===== src/gyro_readout_consts.svh =====
`ifndef GYRO_READOUT_CONSTS_SVH
`define GYRO_READOUT_CONSTS_SVH

// Register offsets
`define OFS_IDENT 8'h00
`define OFS_RATE_X_LOW 8'h02
`define OFS_RATE_X_HIGH 8'h03
`define OFS_RATE_Y_LOW 8'h04
`define OFS_RATE_Y_HIGH 8'h05
`define OFS_RATE_Z_LOW 8'h06
`define OFS_RATE_Z_HIGH 8'h07
`define OFS_INT_FLAGS 8'h0a
`define OFS_QUEUE_FILL 8'h0e
`define OFS_FULL_SCALE 8'h0f
`define OFS_FILTER_RATE 8'h10
`define OFS_POWER_STATE 8'h11
`define OFS_RESTART 8'h14
`define OFS_INT_ENABLES 8'h15
`define OFS_IRQ_PIN_ELEC 8'h16
`define OFS_FIFO_CFG_1 8'h3e

// Field positions
`define BIT_DRDY 7
`define BIT_FIFO_INT 4
`define BIT_OVERRUN 7
`define BIT_DATA_EN 7
`define BIT_FIFO_EN 6

// Reset values and codes
`define RST_FULL_SCALE 8'h00
`define RST_FILTER_RATE 8'h80
`define FILTER_RATE_RO_MASK 8'h80
`define RST_POWER_STATE 8'h00
`define RST_INT_ENABLES 8'h00
`define INT_ENABLES_MASK 8'hc0
`define RST_IRQ_PIN_ELEC 8'h0f
`define IRQ_PIN_ELEC_MASK 8'h0f
`define RESTART_KEY 8'hb6
`define IDENT_VALUE_DEFAULT 8'h5a

// Timing
`define CLK_PERIOD_PS 5000
`define DRDY_HOLD_MIN_US 280
`define DRDY_HOLD_CYCLES ((`DRDY_HOLD_MIN_US * 1000000) / `CLK_PERIOD_PS)
`define RESTART_DELAY_MS 30
// Cycles per ms worked out first so the product stays inside 32 bits
`define CYCLES_PER_MS (1000000000 / `CLK_PERIOD_PS)
`define RESTART_DELAY_CYCLES (`RESTART_DELAY_MS * `CYCLES_PER_MS)

`endif


===== src/gyro_readout_pkg.sv =====
package gyro_readout_pkg;

  typedef enum logic [1:0] {axis_x, axis_y, axis_z} axis_e;

  typedef struct packed {
    logic [15:0] x;
    logic [15:0] y;
    logic [15:0] z;
  } rate_set_s;

  typedef struct packed {
    logic [7:0] addr;
    logic [7:0] wdata;
    logic wr;
    logic rd;
  } reg_req_s;

  typedef struct packed {
    logic [7:0] full_scale;
    logic [7:0] filter_rate;
    logic [7:0] power_state;
    logic [7:0] int_enables;
    logic [7:0] irq_pin_elec;
  } cfg_s;

  typedef struct packed {
    cfg_s cfg;
    logic [2:0][7:0] high_hold;
    logic [2:0] high_locked;
    rate_set_s shown;
    logic drdy;
    logic [31:0] drdy_cnt;
    logic fifo_int;
    logic overrun;
    logic [6:0] frames;
    logic restart_pend;
    logic [31:0] restart_cnt;
    logic [7:0] rdata;
  } state_s;

endpackage : gyro_readout_pkg


===== src/gyro_register_readout.sv =====
// What this block does
// Read-only 8-bit identification register sits at offset zero.
// Each axis rate is signed 16-bit, low byte register then high byte.
// Host builds value as high times 256 plus low; X,Y,Z from 0x02.
// Reading a low byte freezes its high byte until that high is read.
// Range code zero maps plus or minus 32767 counts to 2000 dps.
// Status bit 7 is data ready, bit 4 FIFO; ready self-clears 280-400 us.
// FIFO status bit 7 is overrun, cleared only by FIFO config 1 write.
// FIFO status bits 6..0 give stored frame count, zero when empty.
// Frame count clears when all frames read or config 1 written.
// Enable bit 7 gates new-data interrupt, bit 6 FIFO; both reset zero.
// Writing 0xB6 to restart resets configuration after 30 ms.
// Reserved bits and reserved offsets read zero without side effects.
// Samples during a freeze update internals, shown after high is read.
`timescale 1ns/1ps
`include "gyro_readout_consts.svh"

module gyro_register_readout #(
  parameter logic [7:0] IDENT_VALUE = `IDENT_VALUE_DEFAULT, // Arbitrary value
  parameter int unsigned DRDY_HOLD = `DRDY_HOLD_CYCLES,
  parameter int unsigned RESTART_DELAY = `RESTART_DELAY_CYCLES
) (
  // Clock and reset
  input wire logic clk_sys,
  input wire logic arst_n,
  // Register access
  input wire gyro_readout_pkg::reg_req_s req,
  output logic [7:0] rdata,
  // Sample source
  input wire logic sample_valid,
  input wire gyro_readout_pkg::rate_set_s sample,
  // FIFO side events
  input wire logic fifo_event,
  input wire logic fifo_overrun_event,
  input wire logic fifo_frame_push,
  input wire logic fifo_frame_pop,
  // Configuration seen by the sensor core
  output gyro_readout_pkg::cfg_s cfg,
  output logic fifo_config_clear
);

  gyro_readout_pkg::state_s st_r;
  gyro_readout_pkg::state_s st_nxt;
  gyro_readout_pkg::rate_set_s latest_r;
  logic [2:0][15:0] latest_v;
  logic [2:0][15:0] shown_v;
  logic cfg1_wr;
  logic [2:0] low_rd;
  logic [2:0] high_rd;

  // Latest sample kept internally so a freeze never loses it
  always_ff @(posedge clk_sys or negedge arst_n) begin
    if (!arst_n) begin
      latest_r <= '0;
    end else if (sample_valid) begin
      latest_r <= sample;
    end
  end

  assign latest_v = {latest_r.x, latest_r.y, latest_r.z};
  assign shown_v = {st_r.shown.x, st_r.shown.y, st_r.shown.z};
  assign cfg1_wr = req.wr && req.addr == `OFS_FIFO_CFG_1;

  genvar g;
  generate
    for (g = 0; g < 3; g++) begin : g_axis
      // Index 2 is X, 1 is Y, 0 is Z
      assign low_rd[g] = req.rd &&
        req.addr == 8'(`OFS_RATE_X_LOW + 2 * (2 - g));
      assign high_rd[g] = req.rd &&
        req.addr == 8'(`OFS_RATE_X_HIGH + 2 * (2 - g));
    end
  endgenerate

  always_comb begin
    logic [2:0][15:0] sh;
    sh = shown_v;
    st_nxt = st_r;
    // Shown copy follows latest per axis unless its high byte is frozen
    for (int i = 0; i < 3; i++) begin
      if (!st_r.high_locked[i]) begin
        sh[i] = latest_v[i];
      end
      if (low_rd[i]) begin
        st_nxt.high_locked[i] = 1'b1;
        st_nxt.high_hold[i] = shown_v[i][15:8];
      end else if (high_rd[i]) begin
        st_nxt.high_locked[i] = 1'b0;
      end
    end
    st_nxt.shown = {sh[2], sh[1], sh[0]};

    // Data ready: set on a sample, self-clears after hold time
    if (sample_valid) begin
      st_nxt.drdy = 1'b1;
      st_nxt.drdy_cnt = '0;
    end else if (st_r.drdy) begin
      if (st_r.drdy_cnt >= DRDY_HOLD - 1) begin
        st_nxt.drdy = 1'b0;
      end else begin
        st_nxt.drdy_cnt = st_r.drdy_cnt + 32'h1;
      end
    end

    // FIFO interrupt status follows the core's event level
    st_nxt.fifo_int = fifo_event;

    // Overrun sticky; set wins over clear
    if (fifo_overrun_event) begin
      st_nxt.overrun = 1'b1;
    end else if (cfg1_wr) begin
      st_nxt.overrun = 1'b0;
    end

    // Frame counter, saturates at 127
    if (cfg1_wr) begin
      st_nxt.frames = '0;
    end else if (fifo_frame_push && !fifo_frame_pop) begin
      if (st_r.frames != 7'h7f) begin
        st_nxt.frames = st_r.frames + 7'h1;
      end
    end else if (fifo_frame_pop && !fifo_frame_push) begin
      if (st_r.frames != 7'h00) begin
        st_nxt.frames = st_r.frames - 7'h1;
      end
    end

    // Configuration writes
    if (req.wr) begin
      unique case (req.addr)
        `OFS_FULL_SCALE: st_nxt.cfg.full_scale = req.wdata;
        `OFS_FILTER_RATE: st_nxt.cfg.filter_rate =
          req.wdata | `FILTER_RATE_RO_MASK;
        `OFS_POWER_STATE: st_nxt.cfg.power_state = req.wdata;
        `OFS_INT_ENABLES: st_nxt.cfg.int_enables =
          req.wdata & `INT_ENABLES_MASK;
        `OFS_IRQ_PIN_ELEC: st_nxt.cfg.irq_pin_elec =
          req.wdata & `IRQ_PIN_ELEC_MASK;
        `OFS_RESTART: begin
          if (req.wdata == `RESTART_KEY) begin
            st_nxt.restart_pend = 1'b1;
            st_nxt.restart_cnt = '0;
          end
        end
        default: begin
        end
      endcase
    end

    // Restart completes after the delay, from any mode
    if (st_r.restart_pend) begin
      if (st_r.restart_cnt >= RESTART_DELAY - 1) begin
        st_nxt.restart_pend = 1'b0;
        st_nxt.cfg.full_scale = `RST_FULL_SCALE;
        st_nxt.cfg.filter_rate = `RST_FILTER_RATE;
        st_nxt.cfg.power_state = `RST_POWER_STATE;
        st_nxt.cfg.int_enables = `RST_INT_ENABLES;
        st_nxt.cfg.irq_pin_elec = `RST_IRQ_PIN_ELEC;
      end else begin
        st_nxt.restart_cnt = st_r.restart_cnt + 32'h1;
      end
    end

    // Read data; unmapped offsets read zero
    st_nxt.rdata = 8'h00;
    if (req.rd) begin
      unique case (req.addr)
        `OFS_IDENT: st_nxt.rdata = IDENT_VALUE;
        `OFS_RATE_X_LOW: st_nxt.rdata = shown_v[2][7:0];
        `OFS_RATE_X_HIGH: st_nxt.rdata = st_r.high_locked[2] ?
          st_r.high_hold[2] : shown_v[2][15:8];
        `OFS_RATE_Y_LOW: st_nxt.rdata = shown_v[1][7:0];
        `OFS_RATE_Y_HIGH: st_nxt.rdata = st_r.high_locked[1] ?
          st_r.high_hold[1] : shown_v[1][15:8];
        `OFS_RATE_Z_LOW: st_nxt.rdata = shown_v[0][7:0];
        `OFS_RATE_Z_HIGH: st_nxt.rdata = st_r.high_locked[0] ?
          st_r.high_hold[0] : shown_v[0][15:8];
        `OFS_INT_FLAGS: begin
          st_nxt.rdata[`BIT_DRDY] = st_r.drdy;
          st_nxt.rdata[`BIT_FIFO_INT] = st_r.fifo_int;
        end
        `OFS_QUEUE_FILL: st_nxt.rdata =
          {st_r.overrun, st_r.frames};
        `OFS_FULL_SCALE: st_nxt.rdata = st_r.cfg.full_scale;
        `OFS_FILTER_RATE: st_nxt.rdata = st_r.cfg.filter_rate;
        `OFS_POWER_STATE: st_nxt.rdata = st_r.cfg.power_state;
        `OFS_INT_ENABLES: st_nxt.rdata = st_r.cfg.int_enables;
        `OFS_IRQ_PIN_ELEC: st_nxt.rdata = st_r.cfg.irq_pin_elec;
        default: st_nxt.rdata = 8'h00;
      endcase
    end
  end

  always_ff @(posedge clk_sys or negedge arst_n) begin
    if (!arst_n) begin
      st_r <= '0;
      st_r.cfg.full_scale <= `RST_FULL_SCALE;
      st_r.cfg.filter_rate <= `RST_FILTER_RATE;
      st_r.cfg.power_state <= `RST_POWER_STATE;
      st_r.cfg.int_enables <= `RST_INT_ENABLES;
      st_r.cfg.irq_pin_elec <= `RST_IRQ_PIN_ELEC;
    end else begin
      st_r <= st_nxt;
    end
  end

  assign rdata = st_r.rdata;
  assign cfg = st_r.cfg;
  // Core drops its stored frames on this write
  assign fifo_config_clear = cfg1_wr;

endmodule : gyro_register_readout


===== config.mk =====
export PLATFORM = sky130hd
export DESIGN_NAME = gyro_register_readout
export DESIGN_NICKNAME = d
export VERILOG_FILES = /design/src/gyro_readout_pkg.sv /design/src/gyro_register_readout.sv
export VERILOG_INCLUDE_DIRS = /design/src /design/src/src
export SDC_FILE = /design/constraint.sdc
export NUM_CORES = 1
export LEC_CHECK = 0
export ABC_AREA = 1
export BUFFER_PORTS_ARGS = -buffer_cell sky130_fd_sc_hd__buf_4
export CORE_MARGIN = 2
export CORE_UTILIZATION = 39
export DETAILED_ROUTE_END_ITERATION = 10
export GPL_TIMING_DRIVEN = 0
export MAX_ROUTING_LAYER = met4
export PLACE_DENSITY = 0.66
export SYNTH_ARGS = -nofsm -noshare
export SYNTH_HDL_FRONTEND = slang
export SYNTH_SLANG_ARGS = --single-unit

===== constraint.sdc =====
create_clock -name clk_sys -period 1.55 [get_ports clk_sys]
set_input_delay 0.2325 -clock clk_sys [delete_from_list [all_inputs] [get_ports clk_sys]]
set_output_delay 0.2325 -clock clk_sys [all_outputs]
set_load 0.005 [all_outputs]

# [Word-level counts from Yosys, hierarchy flattened]
# Cells that the tools add are included.
[word_totals] out_inout_bits=49 word_cells=111 input_bits=73 regBits=246
[op_classes] magnitude_cmp=2 muxes=39 n_eq_ne=19 addsub=4 n_reduce_logical=22
[op_table] op="2-to-1 mux 33 bit" n=6
[op_table] op="2-to-1 mux 40 bit" n=3
[op_table] op="2-to-1 mux 8 bit" n=9
[op_table] op="adder 32 x 1 -> 32 bit (second input constant)" n=2
[op_table] op="2-to-1 mux 32 bit" n=2
[op_table] op="one-hot mux 4 bit (13 select lines)" n=1
[op_table] op="equality test 8 x 5 -> 1 bit (second input constant)" n=5
[op_table] op="2-to-1 mux 7 bit" n=5
[op_table] op="equality test 8 x 3 -> 1 bit (second input constant)" n=4
[op_table] op=">= comparator 32 x 16 -> 1 bit (second input constant)" n=1
[op_table] op=">= comparator 32 x 23 -> 1 bit (second input constant)" n=1
[op_table] op="one-hot mux 2 bit (13 select lines)" n=1
[op_table] op="equality test 8 x 4 -> 1 bit (second input constant)" n=3
[op_table] op="equality test 8 x 2 -> 1 bit (second input constant)" n=2
[op_table] op="one-hot mux 1 bit (14 select lines)" n=1
[op_table] op="one-hot mux 1 bit (13 select lines)" n=1
[op_table] op="2-to-1 mux 1 bit" n=10
[op_table] op="nonzero test 2 bit" n=5
[op_table] op="logical AND 1 bit" n=9
[op_table] op="equality test 8 x 6 -> 1 bit (second input constant)" n=1
[op_table] op="equality test 8 bit (second input constant)" n=1
[op_table] op="zero test 8 bit" n=1
[op_table] op="adder 7 x 1 -> 7 bit (second input constant)" n=1
[op_table] op="!= test 7 bit (second input constant)" n=1
[op_table] op="other kinds (8)" n=10

# [Longest topological paths before layout]
[depth] ltp_word=6 mapped_depth=13 ltp_nobuf=12

# [Least setup slack after synthesis]
# No wires, ideal clock.
[synth_timing] kind="reg-to-reg" startpoint="reg st_r[8] (netlist bit)" endpoint="reg st_r[13] (netlist bit)" stages_incl_launch_ff=14 arrival_ns=1.558 required_time_ns=1.423 path_buffers=2 setup_ns=0.127 period_less_slack_ns=1.685 setup_slack_ns=-0.135 cell_sequence="dfrtp_1 > ha_1 > nand2_1 > nor2_4 > nand2_2 > nand2_1 > nand2_1 > nand2_1 > nand2_2 > nand3_2 > buf_6 > buf_6 > nand3_1 > o21ai_0"
[synth_lines] element="start, declared" line_no="gyro_register_readout.sv:42" source="gyro_readout_pkg::state_s st_r;"
[synth_lines] element="start signal, assigned" line_no="gyro_register_readout.sv:203" source="st_r <= st_nxt;"

==> metrics.yaml <==
post_drt_wl_per_cell_um: 15.7
tightest_slew_ns: 0.628
synth_compound_area_share_pct: 9.80
skew_ns: 0.0231
yosysSeqAreaShare_pct: 49.9
setup_viol: 70
utilization_pct: 52.2
layout-drive-gt1-share_pct: 24.3
fp.coreArea_um2: 31400
antenna_found_initial: 0
num_vias: 11300
core.rowCount: 65
maxUsedRoutingLayer: "met4"
h-tree-depth: 1
synth_area_per_cell_um2: 7.92
whs_path_depth: 3
holdWs_ns: 0.0277
slew_viol_final: 0
yosys_register_bits: 246
p_per_area_nw_per_um2: 1000
status: "finished, violations left"
hold_path.class: "in2reg"
synth.distinct_cells: 44
synth_top_family_by_area: "simple AND/OR/NAND/NOR gates"
period_share_pct: 116
hold_viol: 0
grt_max_degree: 114
muxShareOfSynthArea_pct: 0.162
power.leakage_nw: 7.86
synth-adder-area-share_pct: 0.872
synth.yosys.warnings: 0
port_buffers: 119
layout.nets: 1891
track_usage_pct: 21.4
drv_cap: 0
num_antenna_cells: 0
fin_tns_setup_ns: -10.51
end_kind: "flop"
cts_buffers: 27
p_total_mw: 16.4
vias_per_cell: 5.05
clockRootBuffer: "clkbuf_16"
rsz0062_at_grt: "true"
worst-r2r-cell-count: 9
drtAntennaViolNets: 0
final_area_um2: 16400
path_class: "reg2reg"
met2_wirelength_mm: 16.0
drt_iter0_drc: 1020
syn-instance-count: 1559
wl_met1_mm: 16.0
yosys.area_share.simple_pct: 26.7
die_w_um: 182
cts_tree: "built"
crit_path_start_kind: "flop"
drc: 0
final_common_cell: "nand2_1"
pre_cts_ws_ns: -0.602
violations: "setup timing"
place_congestion: 0.938
area_delta_synth_final_pct: 32.8
final_cell_mix: "367 x nand2_1, 234 x dfrtp_1, 196 x buf_4"
period_minus_slack_ns: 1.80
dieHeight_um: 182
postRouteWirelength_mm: 35.0
ir_drop_mv: 0.874
hpwl_mm: 24.1
maxSlewHeadroom_pct: 57.9
start_util_pct: 39.3
synth_xor_area_share_pct: 1.77
dpl_cell_area_um2: 13900
fin_ws_ns: -0.255
io_pins: 122
arrival_ns: 2.25
clk_path_buf_depth: 3
wl_met3_mm: 2.19
grt_pass1_wl_mm: 55.7
clock-sinks: 246
clk_latency_ns: 0.54
cp.required_ns: 2.00
synth_nets: 1640
clkTransAtPathRegs_ns: 0.06
drt_pass1_iterations: 6
dpl.cell_count: 2082
overflow: 0
die_area_um2: 33100
grt_pass1_vias: 10800
max_freq_mhz: 554
stdcell_count: 2232
synth_area_um2: 12300
crit_fanout: 4
==> kinds of logic after synthesis <==
group,after synthesis
mux,2
compound gates,232
fa+ha+maj,8
simple gates,760
flops,246
xor+xnor,25
buf+inv,286
==> cells in the mapped netlist, drive strengths merged <==
| library cell | n | area (µm²) |
|---|---|---|
| a21bo | 1 | 10.0 |
| a21o | 1 | 7.51 |
| a21oi | 36 | 195 |
| a31oi | 3 | 18.8 |
| and3 | 2 | 12.5 |
| buf | 71 | 523 |
| clkbuf | 34 | 129 |
| clkinv | 2 | 7.51 |
| dfrtp | 241 | 6030 |
| dfstp | 5 | 131 |
| fa | 1 | 20.0 |
| ha | 7 | 87.6 |
| inv | 179 | 672 |
| mux2i | 2 | 20.0 |
| nand2 | 398 | 1510 |
| nand3 | 145 | 746 |
| nand4 | 27 | 169 |
| nor2 | 147 | 629 |
| nor2b | 1 | 6.26 |
| nor3 | 36 | 196 |
| nor3b | 3 | 22.5 |
| o211ai | 3 | 22.5 |
| o21a | 2 | 15.0 |
| o21ai | 182 | 911 |
| o21bai | 2 | 15.0 |
| o31ai | 2 | 15.0 |
| or2 | 1 | 6.26 |
| xnor2 | 7 | 61.3 |
| xor2 | 18 | 158 |
==> power by group <==
part           switching, mW  internal [mW]
Clock                   2.69           4.32
Combinational           1.27          0.997
Sequential             0.332           6.85
==> critical path, stage by stage (launching register included) <==
cell     delay, ns
dfrtp_1       0.40
ha_4          0.16
buf_4         0.10
buf_4         0.11
nand3_1       0.21
nor2_4        0.20
nand2_1       0.12
nor3_1        0.20
a31oi_1       0.12
a21oi_1       0.12
==> final timing paths <==
path / startpoint / to / slack [ns]
worst min register to register: st_r[70] / st_r[70] / 0.48
worst max-delay path: st_r[9] / st_r[30] / -0.25
max in group asynchronous: arst_n / cfg[2] / 0.21
min in group asynchronous: arst_n / latest_r[24] / 0.13
worst max register to register: st_r[9] / st_r[30] / -0.25
worst min-delay path: req[6] / cfg[20] / 0.03
==> flip-flops by register name, summed over array words and instances (netlist names) <==
signal and cells:
st_r 102, latest_r 48, shown_v 48, cfg 40
rdata 8
==> layout make-up <==
| type | count | area (µm²) |
|---|---|---|
| plain buffers | 103 | 696 |
| clock buffers | 35 | 766 |
| clock inverters | 14 | 211 |
| fillers | 2937 | 15000 |
| inverters | 181 | 688 |
| multi-input cells | 1027 | 5390 |
| flip-flops and latches | 246 | 6170 |
| well taps | 402 | 503 |
| repair buffers | 224 | 1970 |
==> repair_timing <==
item                                    CTS  global route
cloned                                    4             1
pin swaps                                12            32
endpoints found under the hold margin   199             0
endpoints found under the setup margin   84           232
hold buffers                             58             0
resized for setup                        69            99
buffers inserted                         32            10
==> layer usage <==
| metal | vias up | global-route usage (%) |
|---|---|---|
| met5 | - | - |
| met4 | 0 | 6.16 |
| met3 | 58 | 3.41 |
| met2 | 380 | 32.6 |
| met1 | 5382 | 29.8 |
| li1 | 5447 | - |
Note: power is estimated with default switching activity, not from simulation.
